<file path="config.mk">
export PLATFORM = sky130hd
export DESIGN_NAME = pss_seq
export DESIGN_NICKNAME = d
export VERILOG_FILES = /design/src/rtl/pss_pkg.sv /design/src/rtl/pss_timer_if.sv /design/src/rtl/pss_timer.sv /design/src/rtl/pss_seq.sv
export SDC_FILE = /design/constraint.sdc
export NUM_CORES = 1
export LEC_CHECK = 0
export BUFFER_PORTS_ARGS = -buffer_cell sky130_fd_sc_hd__buf_2
export CAP_MARGIN = 20
export CORE_MARGIN = 2
export CORE_UTILIZATION = 40
export DETAILED_ROUTE_END_ITERATION = 10
export PLACE_DENSITY = 0.65
export SKIP_CTS_REPAIR_TIMING = 1
export SLEW_MARGIN = 20
export SYNTH_ARGS = -nofsm -noshare
export SYNTH_HDL_FRONTEND = slang
export SYNTH_SLANG_ARGS = --single-unit
</file>
<file path="constraint.sdc">
create_clock -name ref_clk_i -period 4.3 [get_ports ref_clk_i]
set_clock_uncertainty 0.05 [all_clocks]
set_input_delay 0.43 -clock ref_clk_i [delete_from_list [all_inputs] [get_ports ref_clk_i]]
set_output_delay 0.43 -clock ref_clk_i [all_outputs]
set_load 0.05 [all_outputs]
</file>
<file path="src/rtl/pss_pkg.sv">
// Shared constants and types for the power supply sequencer.
// Assumes a single 10 MHz clock and an APB register port.
package pss_pkg;
	localparam int PSS_CH = 4;
	localparam int PSS_CLK_HZ = 10_000_000;
	// Register byte offsets
	localparam logic [7:0] PSS_CTRL_OFS = 8'h00;
	localparam logic [7:0] PSS_DLY_OFS = 8'h04;
	localparam logic [7:0] PSS_TMO_OFS = 8'h08;
	localparam logic [7:0] PSS_STAT_OFS = 8'h0c;
	// Control field positions
	localparam int PSS_CTRL_DLY_EN_BIT = 0;
	localparam int PSS_CTRL_TMO_EN_BIT = 1;
	// Reset values
	localparam logic [1:0] PSS_CTRL_RST = 2'h0;
	localparam logic [23:0] PSS_DLY_RST = 24'h000000;
	localparam logic [23:0] PSS_TMO_RST = 24'h000000;
	// Minimum stage delay when unconfigured: 1 us
	localparam int PSS_MIN_DLY_US = 1;
	localparam int PSS_MIN_DLY_CYC = (PSS_MIN_DLY_US * PSS_CLK_HZ + 999_999) / 1_000_000;
	// External fault must be held at least 1 us
	localparam int PSS_XFLT_US = 1;
	localparam int PSS_XFLT_CYC = (PSS_XFLT_US * PSS_CLK_HZ + 999_999) / 1_000_000;
	localparam logic [23:0] PSS_MIN_DLY = 24'(PSS_MIN_DLY_CYC);
	localparam logic [3:0] PSS_XFLT_N = 4'(PSS_XFLT_CYC);
	typedef enum logic [2:0] {
		PSS_IDLE = 3'b000,
		PSS_ON_DLY = 3'b001,
		PSS_ON_WAIT = 3'b011,
		PSS_DONE = 3'b010,
		PSS_OFF_WAIT = 3'b110,
		PSS_OFF_DLY = 3'b111,
		PSS_FAULT = 3'b100
	} pss_state_t;
endpackage

</file>
<file path="src/rtl/pss_timer_if.sv">
// Link between the sequencer and its cycle timer.
// Assumes both ends share ref_clk_i.
`timescale 1ns/1ns
interface pss_timer_if;
	logic clr;
	logic run;
	logic [23:0] limit;
	logic expired;
	modport ctl(output clr, output run, output limit, input expired);
	modport tmr(input clr, input run, input limit, output expired);
endinterface

</file>
<file path="src/rtl/pss_timer.sv">
// Held-reset cycle timer: counts while run, flags expiry at limit.
// Assumes clr has priority and limit is stable while running.
`timescale 1ns/1ns
module pss_timer
	import pss_pkg::*;
(
	input wire logic ref_clk_i,
	input wire logic nrst_i,
	pss_timer_if.tmr t
);
	typedef struct packed {
		logic [23:0] cnt;
		logic exp;
	} pss_tmr_st_t;
	pss_tmr_st_t s_q, s_d;
	always_comb begin
		s_d = s_q;
		if (t.clr || !t.run) begin
			s_d.cnt = 24'h000000;
			s_d.exp = 1'b0;
		end else if (!s_q.exp) begin
			s_d.cnt = s_q.cnt + 24'h000001;
			s_d.exp = (s_q.cnt + 24'h000001) >= t.limit;
		end
	end
	always_ff @(posedge ref_clk_i or negedge nrst_i) begin
		if (!nrst_i) begin
			s_q <= '0;
		end else begin
			s_q <= s_d;
		end
	end
	assign t.expired = s_q.exp && t.run && !t.clr;
endmodule

</file>
<file path="src/rtl/pss_seq.sv">
// Four-channel power supply sequencer with APB configuration.
// Assumes sense, command and fault pins are asynchronous comparator levels.
//
// Implementation choices: the placing of the registers and the APB interface to the registers.
`timescale 1ns/1ns
// How it works
// - Stage delay expiry after on-command starts pump and raises first enable.
// - Each asserted enable during power-on releases the rise-timeout timer.
// - Sense above threshold means supply on; hysteresis turned on.
// - Each supply on resets timeout, restarts delay, repeats until last.
// - After last supply on, completion flag pulls low.
// - Timeout before sense-on drops all enables and pulls error low.
// - Power-off starts only on command low after completed power-on.
// - Power-off drops enables in reverse order, fourth first.
// - Power-off uses stage delay after each sensed off but the last, no timeout.
// - End of power-off releases completion flag.
// - Power-on inserts stage delay between sensed-on and next enable.
// - Unconfigured stage delay uses the minimum delay.
// - Power-off removes hysteresis once the sense input falls.
// - Command dropping before completion is a fault.
// - External error pull-down is a fault; device holds error low until sense and command are low.
// - Fault clears only with all inputs low; an external fault also needs no external pull.
module pss_seq
	import pss_pkg::*;
(
	input wire logic ref_clk_i,
	input wire logic nrst_i,
	input wire logic psel_i,
	input wire logic penable_i,
	input wire logic pwrite_i,
	input wire logic [7:0] paddr_i,
	input wire logic [31:0] pwdata_i,
	output logic [31:0] prdata_o,
	output logic pready_o,
	output logic pslverr_o,
	input wire logic power_cmd_i,
	input wire logic [3:0] supply_sense_i,
	output logic [3:0] supply_enable_o,
	output logic [3:0] sense_hyst_o,
	output logic cmd_hyst_o,
	output logic pump_en_o,
	output logic done_n_o,
	output logic done_n_oe_o,
	input wire logic fault_n_i,
	output logic fault_n_o,
	output logic fault_n_oe_o,
	output logic int_fault_o
);
	// ==========================================
	// State
	typedef struct packed {
		logic [1:0] ctrl;
		logic [23:0] dly;
		logic [23:0] tmo;
		pss_state_t st;
		logic [1:0] idx;
		logic [3:0] en;
		logic [3:0] hys;
		logic pump;
		logic done;
		logic flt;
		logic flt_int;
		logic [3:0] xcnt;
		logic [5:0] s1;
		logic [5:0] s2;
		logic [31:0] rdata;
	} pss_seq_st_t;
	pss_seq_st_t s_q, s_d;
	pss_timer_if dly_if();
	pss_timer_if tmo_if();
	pss_timer u_dly (
		.ref_clk_i(ref_clk_i),
		.nrst_i(nrst_i),
		.t(dly_if.tmr)
	);
	pss_timer u_tmo (
		.ref_clk_i(ref_clk_i),
		.nrst_i(nrst_i),
		.t(tmo_if.tmr)
	);
	// ==========================================
	// Synchronised pins: s2 = {fault_n, cmd, sense[3:0]}
	logic [3:0] sense;
	logic cmd, xflt_pin;
	assign sense = s_q.s2[3:0];
	assign cmd = s_q.s2[4];
	assign xflt_pin = !s_q.s2[5];
	function automatic logic [31:0] pss_rd(input logic [7:0] a, input pss_seq_st_t s);
		logic [31:0] r;
		r = 32'h00000000;
		case (a)
			PSS_CTRL_OFS: r = {30'h0, s.ctrl};
			PSS_DLY_OFS: r = {8'h00, s.dly};
			PSS_TMO_OFS: r = {8'h00, s.tmo};
			PSS_STAT_OFS: r = {15'h0000, s.flt_int, s.flt, s.done, 1'b0, s.st, s.idx, s.hys, s.en};
			default: r = 32'h00000000;
		endcase
		return r;
	endfunction
	logic apb_acc, apb_wr, addr_ok;
	assign apb_acc = psel_i && penable_i;
	assign apb_wr = apb_acc && pwrite_i;
	assign addr_ok = paddr_i == PSS_CTRL_OFS || paddr_i == PSS_DLY_OFS ||
		paddr_i == PSS_TMO_OFS || paddr_i == PSS_STAT_OFS;
	// ==========================================
	// Timers: gaps between stages and rise watchdog
	logic tmo_on;
	assign tmo_on = s_q.ctrl[PSS_CTRL_TMO_EN_BIT];
	assign dly_if.limit = (s_q.ctrl[PSS_CTRL_DLY_EN_BIT] && s_q.dly > PSS_MIN_DLY) ?
		s_q.dly : PSS_MIN_DLY;
	assign dly_if.run = s_q.st == PSS_ON_DLY || s_q.st == PSS_OFF_DLY;
	// Cleared between stages so every gap restarts from zero
	assign dly_if.clr = s_q.st == PSS_ON_WAIT || s_q.st == PSS_OFF_WAIT;
	assign tmo_if.limit = s_q.tmo;
	assign tmo_if.run = s_q.st == PSS_ON_WAIT && tmo_on;
	assign tmo_if.clr = s_q.st == PSS_ON_WAIT && sense[s_q.idx];
	// ==========================================
	// Sequencer
	always_comb begin
		s_d = s_q;
		s_d.s1 = {fault_n_i, power_cmd_i, supply_sense_i};
		s_d.s2 = s_q.s1;
		s_d.rdata = pss_rd(paddr_i, s_q);
		if (apb_wr) begin
			case (paddr_i)
				PSS_CTRL_OFS: s_d.ctrl = pwdata_i[1:0];
				PSS_DLY_OFS: s_d.dly = pwdata_i[23:0];
				PSS_TMO_OFS: s_d.tmo = pwdata_i[23:0];
				default: s_d.ctrl = s_q.ctrl;
			endcase
		end
		// External pull must persist the minimum time before it counts
		if (xflt_pin && !s_q.flt) begin
			if (s_q.xcnt < PSS_XFLT_N) begin
				s_d.xcnt = s_q.xcnt + 4'h1;
			end
		end else begin
			s_d.xcnt = 4'h0;
		end
		case (s_q.st)
			PSS_IDLE: begin
				if (cmd && s_q.en == 4'h0) begin
					s_d.st = PSS_ON_DLY;
					s_d.idx = 2'h0;
				end
			end
			PSS_ON_DLY: begin
				if (!cmd) begin
					s_d.st = PSS_FAULT;
					s_d.flt_int = 1'b1;
				end else if (dly_if.expired) begin
					s_d.pump = 1'b1;
					s_d.en[s_q.idx] = 1'b1;
					s_d.st = PSS_ON_WAIT;
				end
			end
			PSS_ON_WAIT: begin
				if (!cmd) begin
					s_d.st = PSS_FAULT;
					s_d.flt_int = 1'b1;
				end else if (sense[s_q.idx]) begin
					s_d.hys[s_q.idx] = 1'b1;
					if (s_q.idx == 2'(PSS_CH - 1)) begin
						s_d.st = PSS_DONE;
						s_d.done = 1'b1;
					end else begin
						s_d.idx = s_q.idx + 2'h1;
						s_d.st = PSS_ON_DLY;
					end
				end else if (tmo_if.expired) begin
					s_d.st = PSS_FAULT;
					s_d.flt_int = 1'b1;
				end
			end
			PSS_DONE: begin
				if (!cmd) begin
					s_d.idx = 2'(PSS_CH - 1);
					s_d.en[PSS_CH - 1] = 1'b0;
					s_d.st = PSS_OFF_WAIT;
				end else if (sense != 4'hf) begin
					s_d.st = PSS_FAULT;
					s_d.flt_int = 1'b1;
				end
			end
			PSS_OFF_WAIT: begin
				if (cmd) begin
					s_d.st = PSS_FAULT;
					s_d.flt_int = 1'b1;
				end else if (!sense[s_q.idx]) begin
					s_d.hys[s_q.idx] = 1'b0;
					if (s_q.idx == 2'h0) begin
						s_d.st = PSS_IDLE;
						s_d.done = 1'b0;
						s_d.pump = 1'b0;
					end else begin
						s_d.st = PSS_OFF_DLY;
					end
				end
			end
			PSS_OFF_DLY: begin
				if (cmd) begin
					s_d.st = PSS_FAULT;
					s_d.flt_int = 1'b1;
				end else if (dly_if.expired) begin
					s_d.idx = s_q.idx - 2'h1;
					s_d.en[s_q.idx - 2'h1] = 1'b0;
					s_d.st = PSS_OFF_WAIT;
				end
			end
			PSS_FAULT: begin
				// Commands ignored until everything is quiet
				// Own pull is let go first, else the wire could never read high
				if (sense == 4'h0 && !cmd && (s_q.flt_int || (!s_q.flt && !xflt_pin))) begin
					s_d.st = PSS_IDLE;
				end
			end
			default: s_d.st = PSS_IDLE;
		endcase
		// External fault overrides any sequencing state
		if (s_q.st != PSS_FAULT && s_q.xcnt == PSS_XFLT_N) begin
			s_d.st = PSS_FAULT;
		end
		if (s_d.st == PSS_FAULT) begin
			s_d.en = 4'h0;
			s_d.hys = 4'h0;
			s_d.pump = 1'b0;
			s_d.done = 1'b0;
			// External fault: release once quiet so the wire shows any outside pull
			s_d.flt = s_d.flt_int || s_q.st != PSS_FAULT || sense != 4'h0 || cmd;
			s_d.xcnt = 4'h0;
		end else begin
			s_d.flt = 1'b0;
			s_d.flt_int = 1'b0;
		end
	end
	always_ff @(posedge ref_clk_i or negedge nrst_i) begin
		if (!nrst_i) begin
			s_q <= '0;
			s_q.ctrl <= PSS_CTRL_RST;
			s_q.dly <= PSS_DLY_RST;
			s_q.tmo <= PSS_TMO_RST;
			s_q.st <= PSS_IDLE;
			s_q.s1 <= 6'h20;
			s_q.s2 <= 6'h20;
		end else begin
			s_q <= s_d;
		end
	end
	// ==========================================
	// Outputs
	// Read data registered in setup phase, so zero wait states
	assign prdata_o = s_q.rdata;
	assign pready_o = 1'b1;
	assign pslverr_o = apb_acc && !addr_ok;
	assign supply_enable_o = s_q.en;
	assign sense_hyst_o = s_q.hys;
	assign cmd_hyst_o = cmd;
	assign pump_en_o = s_q.pump;
	assign done_n_o = 1'b0;
	assign done_n_oe_o = s_q.done;
	assign fault_n_o = 1'b0;
	assign fault_n_oe_o = s_q.flt;
	assign int_fault_o = s_q.flt_int;
	// ==========================================
	// Checks
	chk_first_enable: assert property (@(posedge ref_clk_i) disable iff (!nrst_i)
		(s_q.st == PSS_ON_DLY && s_q.idx == 2'h0 && cmd && dly_if.expired && s_q.xcnt != PSS_XFLT_N)
		|=> (supply_enable_o == 4'h1 && pump_en_o))
		else $error("first enable not raised");
	chk_tmo_runs: assert property (@(posedge ref_clk_i) disable iff (!nrst_i)
		(s_q.st == PSS_ON_WAIT && $past(s_q.st) == PSS_ON_WAIT && $past(tmo_on) && !$past(sense[s_q.idx]))
		|-> u_tmo.s_q.cnt != 24'h000000)
		else $error("timeout not running");
	chk_hyst_on: assert property (@(posedge ref_clk_i) disable iff (!nrst_i)
		(s_q.st == PSS_ON_WAIT && cmd && sense[s_q.idx] && s_q.xcnt != PSS_XFLT_N)
		|=> $rose(sense_hyst_o[$past(s_q.idx)]))
		else $error("hysteresis not applied");
	chk_done_flag: assert property (@(posedge ref_clk_i) disable iff (!nrst_i)
		done_n_oe_o |-> (supply_enable_o == 4'hf || s_q.st == PSS_OFF_WAIT || s_q.st == PSS_OFF_DLY))
		else $error("done without all supplies");
	chk_tmo_fault: assert property (@(posedge ref_clk_i) disable iff (!nrst_i)
		(s_q.st == PSS_ON_WAIT && cmd && !sense[s_q.idx] && tmo_if.expired)
		|=> (supply_enable_o == 4'h0 && fault_n_oe_o))
		else $error("timeout fault missing");
	chk_off_order: assert property (@(posedge ref_clk_i) disable iff (!nrst_i)
		(s_q.st == PSS_DONE && !cmd && s_q.xcnt != PSS_XFLT_N) |=> supply_enable_o == 4'h7)
		else $error("power-off did not drop fourth first");
	chk_no_tmo_off: assert property (@(posedge ref_clk_i) disable iff (!nrst_i)
		(s_q.st == PSS_OFF_WAIT || s_q.st == PSS_OFF_DLY) |-> !tmo_if.run)
		else $error("timeout used in power-off");
	chk_fault_quiet: assert property (@(posedge ref_clk_i) disable iff (!nrst_i)
		(s_q.st == PSS_FAULT) |-> (supply_enable_o == 4'h0 && !done_n_oe_o &&
		(fault_n_oe_o || (!int_fault_o && !$past(cmd) && $past(sense) == 4'h0))))
		else $error("outputs active in fault");
	chk_cmd_drop: assert property (@(posedge ref_clk_i) disable iff (!nrst_i)
		((s_q.st == PSS_ON_DLY || s_q.st == PSS_ON_WAIT) && !cmd) |=> s_q.st == PSS_FAULT)
		else $error("early command drop not faulted");
	// ==========================================
	// Checks: stage timing
	chk_next_stage: assert property (@(posedge ref_clk_i) disable iff (!nrst_i)
		(s_q.st == PSS_ON_WAIT && s_q.idx != 2'(PSS_CH - 1) && cmd && sense[s_q.idx] && s_q.xcnt != PSS_XFLT_N)
		|=> (s_q.st == PSS_ON_DLY && supply_enable_o == $past(supply_enable_o) && !tmo_if.run))
		else $error("next stage not delayed");
	chk_no_early_on: assert property (@(posedge ref_clk_i) disable iff (!nrst_i)
		(s_q.st == PSS_ON_DLY && !dly_if.expired)
		|=> (supply_enable_o & ~$past(supply_enable_o)) == 4'h0)
		else $error("enable raised before stage delay");
	chk_min_delay: assert property (@(posedge ref_clk_i) disable iff (!nrst_i)
		dly_if.expired |-> u_dly.s_q.cnt >= PSS_MIN_DLY)
		else $error("stage delay below minimum");
	chk_done_rise: assert property (@(posedge ref_clk_i) disable iff (!nrst_i)
		(s_q.st == PSS_ON_WAIT && s_q.idx == 2'(PSS_CH - 1) && cmd && sense[s_q.idx] && s_q.xcnt != PSS_XFLT_N)
		|=> (done_n_oe_o && s_q.st == PSS_DONE))
		else $error("completion flag not pulled");
	chk_tmo_off: assert property (@(posedge ref_clk_i) disable iff (!nrst_i)
		(s_q.st == PSS_ON_WAIT && !tmo_on && cmd && s_q.xcnt != PSS_XFLT_N)
		|=> s_q.st != PSS_FAULT)
		else $error("timeout fault while disabled");
	chk_off_step: assert property (@(posedge ref_clk_i) disable iff (!nrst_i)
		(s_q.st == PSS_OFF_WAIT && s_q.idx != 2'h0 && !cmd && !sense[s_q.idx] && s_q.xcnt != PSS_XFLT_N)
		|=> (s_q.st == PSS_OFF_DLY && supply_enable_o == $past(supply_enable_o) &&
		!sense_hyst_o[$past(s_q.idx)]))
		else $error("power-off step not delayed");
	chk_off_end: assert property (@(posedge ref_clk_i) disable iff (!nrst_i)
		(s_q.st == PSS_OFF_WAIT && s_q.idx == 2'h0 && !cmd && !sense[0] && s_q.xcnt != PSS_XFLT_N)
		|=> (s_q.st == PSS_IDLE && !done_n_oe_o && sense_hyst_o == 4'h0 && !pump_en_o))
		else $error("completion flag not released");
	// ==========================================
	// Checks: faults and start
	// An outside pull is only trusted after the minimum hold time
	chk_ext_fault: assert property (@(posedge ref_clk_i) disable iff (!nrst_i)
		(s_q.st != PSS_FAULT && s_q.xcnt == PSS_XFLT_N)
		|=> (s_q.st == PSS_FAULT && supply_enable_o == 4'h0 && fault_n_oe_o))
		else $error("external fault not taken");
	chk_fault_hold: assert property (@(posedge ref_clk_i) disable iff (!nrst_i)
		(s_q.st == PSS_FAULT && (sense != 4'h0 || cmd))
		|=> (s_q.st == PSS_FAULT && fault_n_oe_o))
		else $error("fault cleared while not quiet");
	chk_idle_start: assert property (@(posedge ref_clk_i) disable iff (!nrst_i)
		(s_q.st == PSS_ON_DLY && $past(s_q.st) != PSS_ON_DLY && $past(s_q.st) != PSS_ON_WAIT)
		|-> ($past(s_q.st) == PSS_IDLE && $past(supply_enable_o) == 4'h0 && !$past(done_n_oe_o)))
		else $error("power-on not started from idle");
endmodule

</file>
==> flow_summary.ini, run 1 <==
[setup_path]
required_ps = 4540
cp_max_fo = 5
r2r_setup_slack_ps = 970
ff2ff_path_depth = 12
cp.arrival_ps = 3570
r2r_start = u_tmo.s_q[1]
start_kind = flop
r2r-end = u_tmo.s_q[0]
worst-setup-path-type = flop to flop
crit_path_end_kind = flop

[placed_design]
finalWeightedCongestion = 0.848
io_buffers = 80
dp.final_hpwl_microns = 16700
pre_cts_ws_ps = 967

[routing]
wl_met2_microns = 10500
top_layer_used = met4
drt-wirelength-per-cell_microns = 17.5
wirelength_microns = 22500
drcViolationCount = 0
firstDrtPassIters = 5
dr_wl_met3_microns = 1220
vias = 6962
antenna_left = 0
vias_per_cell = 5.39
wl_met1_microns = 10400
drt_iter0_drc = 652

[global_routing]
gr-total-overflow = 0
grt_max_degree = 111
antenna_found_initial = 0
grt_pass1_wl_microns = 36800
grt_pass1_vias = 6809
gr-usage-all-layers = 0.194

[floorplan]
initial_core_util = 0.408
core_area_sq_mm = 0.0227
design.die.area_sq_mm = 0.0244
die_height_microns = 156
rows = 55
dieWidth_microns = 156
io_pins = 100

[finish]
final_common_cell = dfrtp_1
drive_gt1_frac = 0.166
syn_to_final_growth_pct = 10.7
antenna_cells = 0
most-common-layout-cells = dfrtp_1, nor2_1, nand2_1
nets = 1100

[clock_tree]
cts_tree = yes
cts.reportedPaths.clkPinSlew_ps = 70
clock_latency_ps = 440
htreeDepth = 4
numCtsBuffers = 17
clock-sinks = 157
root_buffer = clkbuf_16
clk_path_buf_depth = 2

[worst_hold_path]
min_from = fault_n_i
min_path_cells = 1
holdPathEnd = s_d[37]
min_path_type = primary input to flop

[synth]
netlist_area_sq_mm = 0.00926
synth_cells = 957
synth_ff_type = dfrtp_1
synth-seq-area-share = 0.425
yosys_warnings = 0
avgSynthCellArea_sq_um = 9.67
synth_edf_count = 0
async_reset_ff_frac = 1.00
synth-seq-cells = 157
synth.distinct_cells = 68

[power_and_ir_drop]
p_leak_nw = 4.74
powerDensity_mw_per_mm2 = 355
ir_drop_v = 0.000347

[sta]
drv_slew = 0
period_share = 0.774
worstMarginPinSlew_ps = 892
rsz0062_at_grt = false
tns_ps = 0
max_freq_mhz = 300
max_slew_margin = 0.406
hold_violations = 0
post-route-min-period_ps = 3330
fin_ws_ps = 970
finalSetupViolCount = 0

[run]
cap_violations = 0

[outcome]
status = completed
## where the power goes
part	switching [mW]	leakage [nW]	internal (mW)
clock network	0.679	0.294	0.854
registers	0.0705	2.16	1.52
logic	0.354	2.29	0.165
## through the flow
| stage | hold WS [ps] | instances | cell area (sq um) | util | power, mW |
|---|---|---|---|---|---|
| floorplan | 84.4 | 966 | 9290 | - | 1.99 |
| global placement | 283 | 1259 | 9640 | 0.425 | 2.13 |
| detailed placement | 286 | 1259 | 9640 | 0.425 | 2.13 |
| CTS | 19.2 | 1291 | 10200 | 0.451 | 3.67 |
| global route | 8.67 | 1291 | 10200 | 0.451 | 3.81 |
| finish | 34.8 | 1291 | 10200 | 0.451 | 3.64 |
## how the worst max path moves through the flow
stage | startpoint | to | slack [ps] | depth (start not counted)
final | u_tmo.s_q[1] | u_tmo.s_q[0] | 970 | 12
after CTS | u_tmo.s_q[1] | u_tmo.s_q[0] | 960 | 12
after global placement | u_tmo.s_q[1] | u_tmo.s_q[0] | 1060 | 12
after detailed placement | u_tmo.s_q[1] | u_tmo.s_q[0] | 970 | 12
after floorplan | u_tmo.s_q[3] | u_tmo.s_q[0] | 1490 | 11
after global routing | u_tmo.s_q[1] | u_tmo.s_q[0] | 630 | 12
## synth_stat cells, types with 4 or more instances
cell type,instances,area [sq um]
dfrtp_1,155,3880
nand3_1,25,125
nor4_1,17,106
and2_1,6,37.5
buf_4,43,323
a21oi_1,38,190
or3_1,5,31.3
mux2_2,27,304
nand3b_1,5,37.5
xnor2_1,55,482
nor2_1,102,383
nand2_1,92,345
a21o_1,11,82.6
mux2_1,25,282
clkbuf_1,32,120
a211oi_2,4,50.1
inv_1,37,139
a22oi_1,22,165
nand4_1,18,113
nand2b_1,4,25.0
nor3b_1,6,45.0
o31a_1,4,35.0
a22o_1,6,52.6
ha_1,56,701
a211oi_1,6,45.0
xor2_1,25,219
o21ai_0,35,175
nor2b_1,8,50.1
and3_1,9,56.3
nor3_1,22,110
## area by class of cell
class | count | area [sq um]
Inverter | 38 | 143
Clock inverter | 13 | 145
Clock buffer | 19 | 453
Timing Repair Buffer | 90 | 484
Multi-Input combinational cell | 689 | 4730
Sequential cell | 157 | 3930
Fill cell | 2188 | 12500
Tap cell | 285 | 357
## critical path, stage by stage (launching register included)
cell,delay (ps)
dfrtp_1,410
ha_1,280
nand2_1,110
nor4_1,550
nand4_1,340
nor2_1,200
xor2_1,170
ha_1,280
a21o_1,190
a211oi_1,230
nand2_1,100
a311oi_1,200
nor3_1,80
## sequential cells by signal (all words and copies together), names as in the netlist
signal,flops
tmo_if.limit,24
cmd_hyst_o,1
u_tmo.s_q,25
supply_enable_o,4
fault_n_oe_o,1
prdata_o,24
int_fault_o,1
sense_hyst_o,4
done_n_oe_o,1
s_d,6
u_dly.s_q,25
pump_en_o,1
s_q,40
## cells by family after synthesis
family / Yosys count / share of synthesized area
adder cells (fa/ha/maj): 56 / 0.0757
AO/OA/AOI/OAI: 152 / 0.109
XOR/XNOR: 80 / 0.0757
buffers and inverters: 120 / 0.0680
flip-flops: 157 / 0.425
other: 2 / 0.000811
AND/OR/NAND/NOR: 333 / 0.173
multiplexers: 57 / 0.0727
## metal layers
metal	GRT usage	vias to the layer above
met5	0	-
met4	0.0603	0
met1	0.271	3384
li1	-	3366
met3	0.0336	24
met2	0.310	188
No activity file was read; power rests on OpenSTA's default activity.
==> run 2, diff against run 1 <==
clock period = 3.35 ns   (was 4.3 ns; I/O delays follow)
==> run 2 against run 1 <==
Against the previous run:
- setup slack got worse by 700 ps
- flip-flop and latch count unchanged
- first-iteration DRC count decreased by 6.0%
- critical path type unchanged
==> flow_summary.ini, run 2 (synthesis results as in run 1) <==
[outcome]
status = completed

[setup_path]
r2r_setup_slack_ps = 270
cp_top_family = simple AND/OR/NAND/NOR gates
cp.arrival_ps = 3320
slowest_delay_ps = 630
worst-setup-path-type = flop to flop
critical_path.slowest_cell = or4_1
r2r-end = u_tmo.s_q[0]
r2r_start = u_tmo.s_q[7]
cp_cell_sequence = and3_1 -> nand4_1 -> or4_1 -> nor2_1 -> nand3_1 -> xnor2_1 -> ha_1 -> a211oi_1 -> nand2_1 -> a311oi_1 -> nor3_1
ff2ff_path_depth = 11
cp_max_fo = 6
crit_path_end_kind = flop
required_ps = 3590
start_kind = flop
path_buf_inv = 0

[sta]
tns_ps = 0
drv_slew = 0
post-route-min-period_ps = 3080
hold_violations = 0
worstMarginPinSlew_ps = 634
max_freq_mhz = 325
max_slew_margin = 0.578
finalSetupViolCount = 0
rsz0062_at_grt = false
period_share = 0.918

[clock_tree]
cts_tree = yes
cts.reportedPaths.clkPinSlew_ps = 70
clock-sinks = 157
htreeDepth = 4
clock_latency_ps = 430
clk_path_buf_depth = 2
numCtsBuffers = 17
root_buffer = clkbuf_16

[worst_hold_path]
min_path_cells = 2
holdPathEnd = tmo_if.limit[20]
min_path_type = primary input to flop
min_from = pwdata_i[20]

[placed_design]
placedCellCount = 1270
dp.final_hpwl_microns = 17000
finalWeightedCongestion = 0.901
io_buffers = 80

[finish]
drive_gt1_frac = 0.172
largest_reg_flops = 40
largest_register = s_q
most-common-layout-cells = dfrtp_1, nor2_1, nand2_1
final_common_cell = dfrtp_1
regArea_sq_mm = 0.00393
final_cell_count_no_fill = 1309
fill_cells = 2136
reg_top3 = s_q x40, u_dly.s_q x25, u_tmo.s_q x25
syn_to_final_growth_pct = 12.0
nets = 1118
antenna_cells = 0
multi_input_area_sq_mm = 0.00473

[floorplan]
core_area_sq_mm = 0.0227
dieWidth_microns = 156
die_height_microns = 156
io_pins = 100
rows = 55
design.die.area_sq_mm = 0.0244
initial_core_util = 0.408

[routing]
vias = 7039
wirelength_microns = 22800
vias_per_cell = 5.38
antenna_left = 0
drt-wirelength-per-cell_microns = 17.4
firstDrtPassIters = 6
drcViolationCount = 0
drt_iter0_drc = 613

[global_routing]
gr-total-overflow = 0
grt_pass1_vias = 6742
gr-usage-all-layers = 0.194
grt_max_degree = 56
grt_pass1_wl_microns = 37100
antenna_found_initial = 0

[power_and_ir_drop]
powerDensity_mw_per_mm2 = 443
p_leak_nw = 4.79
ir_drop_v = 0.000342

[run]
cap_violations = 0
==> run 2: changes by cell type in the layout (fill, tap and decap cells not counted), sizes merged <==
cell / before / now
inv: 46 / 41
buf: 89 / 101
clkinvlp: 1 / 4
dlygate4sd3: 0 / 7
clkbuf: 20 / 21
==> run 2: worst max-delay path by stage <==
stage                     depth (start not counted)  slack (ps)            to          from
final                                            11         270  u_tmo.s_q[0]  u_tmo.s_q[7]
after global routing                             13         130  u_tmo.s_q[0]  u_tmo.s_q[1]
after detailed placement                         11         380  u_tmo.s_q[0]  u_tmo.s_q[7]
after global placement                           11         410  u_tmo.s_q[0]  u_tmo.s_q[3]
after CTS                                        11         320  u_tmo.s_q[0]  u_tmo.s_q[7]
after floorplan                                  11         540  u_tmo.s_q[0]  u_tmo.s_q[3]
==> run 2: where the power goes <==
| part | total, mW | internal (mW) | switching (mW) |
|---|---|---|---|
| clock network | 1.89 | 1.07 | 0.822 |
| registers | 2.06 | 1.95 | 0.115 |
| logic | 0.631 | 0.211 | 0.419 |
| total | 4.59 | 3.23 | 1.36 |
==> run 2: routing by layer <==
layer / global-route usage / up-vias / wire [microns]
met4: 0.0402 / 0 / 188
met2: 0.308 / 204 / 10600
met5: 0 / - / 0
li1: - / 3399 / -
met1: 0.280 / 3422 / 11000
met3: 0.0331 / 14 / 980
==> run 2: final cells by class <==
type,instances,area share
multi-input combinational,689,0.456
tap,285,0.0344
clock buffer,21,0.0444
inverter,38,0.0138
sequential,157,0.379
timing repair buffer,108,0.0612
clock inverter,11,0.0105
==> run 2: through the flow <==
stage / util / hold slack [ps] / setup slack (ps) / total power, mW / instance area [sq um]
final: 0.456 / 84.3 / 274 / 4.59 / 10400
after detailed placement: 0.428 / 279 / 383 / 2.71 / 9720
after global routing: 0.456 / 81.9 / 126 / 4.78 / 10400
after global placement: 0.428 / 281 / 410 / 2.71 / 9720
after floorplan: - / -10.6 / 543 / 2.55 / 9290
after CTS: 0.453 / -171 / 324 / 4.60 / 10300
==> run 3, diff against run 2 <==
ABC_AREA = 1   (was not set)
CTS_BUF_LIST = sky130_fd_sc_hd__clkbuf_16   (was not set)
==> run 3 against run 2 <==
Against the previous run:
- wire length is 7.7% higher
- critical path depth grew 3
- via count increased by 14%
- core utilization is 0.14 points lower
- combinational power is 31% higher
- largest cell class unchanged
==> flow_summary.ini, run 3 <==
[floorplan]
io_pins = 100
rows = 56
dieWidth_microns = 158
die_height_microns = 158
initial_core_util = 0.404
core_area_sq_mm = 0.0233
design.die.area_sq_mm = 0.0248

[sta]
fin_hold_ws_ps = 131
post-route-min-period_ps = 3200
max_freq_mhz = 313
period_share = 0.955
finalSetupViolCount = 0
max_slew_margin = 0.545
worstMarginPinSlew_ps = 676
drv_slew = 0
hold_violations = 0

[global_routing]
antenna_found_initial = 0
gr-total-overflow = 0
gr-usage-all-layers = 0.205
grt_pass1_vias = 7537
grt_pass1_wl_microns = 39100
grt_max_degree = 63

[routing]
vias = 8042
antenna_left = 0
wl_met2_microns = 11400
vias_per_cell = 5.08
drcViolationCount = 0
wirelength_microns = 24600
firstDrtPassIters = 5
dr_wl_met3_microns = 1330
drt_iter0_drc = 526
drt-wirelength-per-cell_microns = 15.5
wl_met1_microns = 11400
top_layer_used = met4

[clock_tree]
cts.reportedPaths.clkPinSlew_ps = 70
cts_tree = yes
clock_latency_ps = 430
htreeDepth = 4
numCtsBuffers = 17
clock-sinks = 157
clk_path_buf_depth = 2
root_buffer = clkbuf_16

[placed_design]
io_buffers = 80
finalWeightedCongestion = 0.924
placed_cell_area_sq_mm = 0.00991
placedCellCount = 1540
dp.final_hpwl_microns = 18400

[synth]
synth.distinct_cells = 56
synth_edf_count = 0
netlist_area_sq_mm = 0.00943
yosysMostFrequentCell = nand2_1
avgSynthCellArea_sq_um = 7.93
yosysTopAreaCellShare = 0.412
synth_ff_type = dfrtp_1
async_reset_ff_frac = 1.00
synth-seq-cells = 157
synthTopCellsByCount = nand2_1, inv_1, dfrtp_1, o21ai_0, nor2_1
synth-seq-area-share = 0.417
yosys_warnings = 0
yosysTopAreaCell = dfrtp_1
synth_cells = 1189
netlist_top_cells_area = dfrtp_1, nand2_1, ha_1

[power_and_ir_drop]
ir_drop_v = 0.000308
p_int_mw = 3.26
p_seq_frac = 0.428
pwr-share-clk = 0.400
powerDensity_mw_per_mm2 = 455
pwr-share-comb = 0.172
power_switching_share = 0.326
finalPower_mw = 4.83
p_leak_nw = 5.35
p_switching_mw = 1.57

[outcome]
status = completed

[setup_path]
cp_max_fo = 7
worst-setup-path-type = flop to flop
start_kind = flop
required_ps = 3620
cp.arrival_ps = 3470
crit_path_end_kind = flop

[finish]
final_cell_count_no_fill = 1583
syn_to_final_growth_pct = 12.6
postLayoutCoreUtil = 0.455
largest_reg_flops = 40
antenna_cells = 0
reg_top3 = s_q x40, u_dly.s_q x25, u_tmo.s_q x25
largest_register = s_q
nets = 1358
fill_cells = 2350
final_common_cell = nand2_1
drive_gt1_frac = 0.134
most-common-layout-cells = nand2_1, inv_1, dfrtp_1
final_area_sq_mm = 0.0106

[run]
cap_violations = 0

[worst_hold_path]
min_path_type = primary input to flop
==> run 3: cell count changes in the layout (fill, tap and decap cells not counted), sizes merged, moves of 21 or more <==
cell,change
nand2,+209
o21ai,+73
xnor2,-54
mux2,-52
a22oi,-21
nor2,-28
inv,+152
==> run 3: cells by family after synthesis <==
group	after synthesis	share of synthesized area
buffers and inverters	257	0.123
flip-flops	157	0.417
adder cells (fa/ha/maj)	56	0.0743
AO/OA/AOI/OAI	207	0.134
AND/OR/NAND/NOR	481	0.224
XOR/XNOR	29	0.0269
other	2	0.000797
==> run 3: critical path: stages, from the launching register on <==
cell,delay [ps]
dfrtp_1,430
nor4_1,520
nand4_1,200
nand2_1,290
clkinvlp_4,240
buf_4,200
nand2_1,60
ha_1,240
a21oi_1,160
o21a_1,140
o211ai_1,100
a21oi_1,210
nand4_1,130
nand2_1,70
inv_1,50
==> run 3: cell type report <==
| type | instances | area [sq um] | share of cell area |
|---|---|---|---|
| Timing Repair Buffer | 101 | 594 | 0.0560 |
| Multi-Input combinational cell | 784 | 4390 | 0.414 |
| Tap cell | 319 | 399 | 0.0376 |
| Inverter | 189 | 713 | 0.0672 |
| Clock inverter | 15 | 151 | 0.0143 |
| Clock buffer | 17 | 425 | 0.0401 |
| Sequential cell | 157 | 3930 | 0.370 |
| Timing Repair inverter | 1 | 7.51 | 0.000707 |
==> run 3: metrics by stage <==
step | TNS, ps | worst slack (ps)
CTS | 0 | 160
global placement | 0 | 226
finish | 0 | 151
global route | -8.98 | -8.98
detailed placement | 0 | 184
floorplan | 0 | 617
==> run 3: power by group through the flow <==
stage / logic, mW / clock network (mW) / registers, mW
detailed placement: 0.814 / 0 / 2.10
global placement: 0.798 / 0 / 2.10
floorplan: 0.586 / 0 / 2.14
finish: 0.829 / 1.93 / 2.07
global route: 0.917 / 2.05 / 2.08
CTS: 0.819 / 1.97 / 2.07
==> run 3: path summary, 6_finish.rpt <==
path | depth (start not counted) | slack [ps] | end | start
setup / recovery | 14 | 150 | u_dly.s_q[0] | s_q[112]
hold / removal | 3 | 130 | tmo_if.limit[19] | pwdata_i[19]
setup reg to reg | 14 | 150 | u_dly.s_q[0] | s_q[112]
hold reg to reg | 0 | 300 | s_q[35] | s_d[35]
max in group asynchronous | 3 | 1950 | prdata_o[22] | nrst_i
min in group asynchronous | 2 | 390 | supply_enable_o[2] | nrst_i
==> run 3: per-layer routing <==
metal	track usage	up-vias
li1	-	3959
met1	0.283	3801
met2	0.328	255
met3	0.0396	27
met4	0.0623	0
met5	0	-
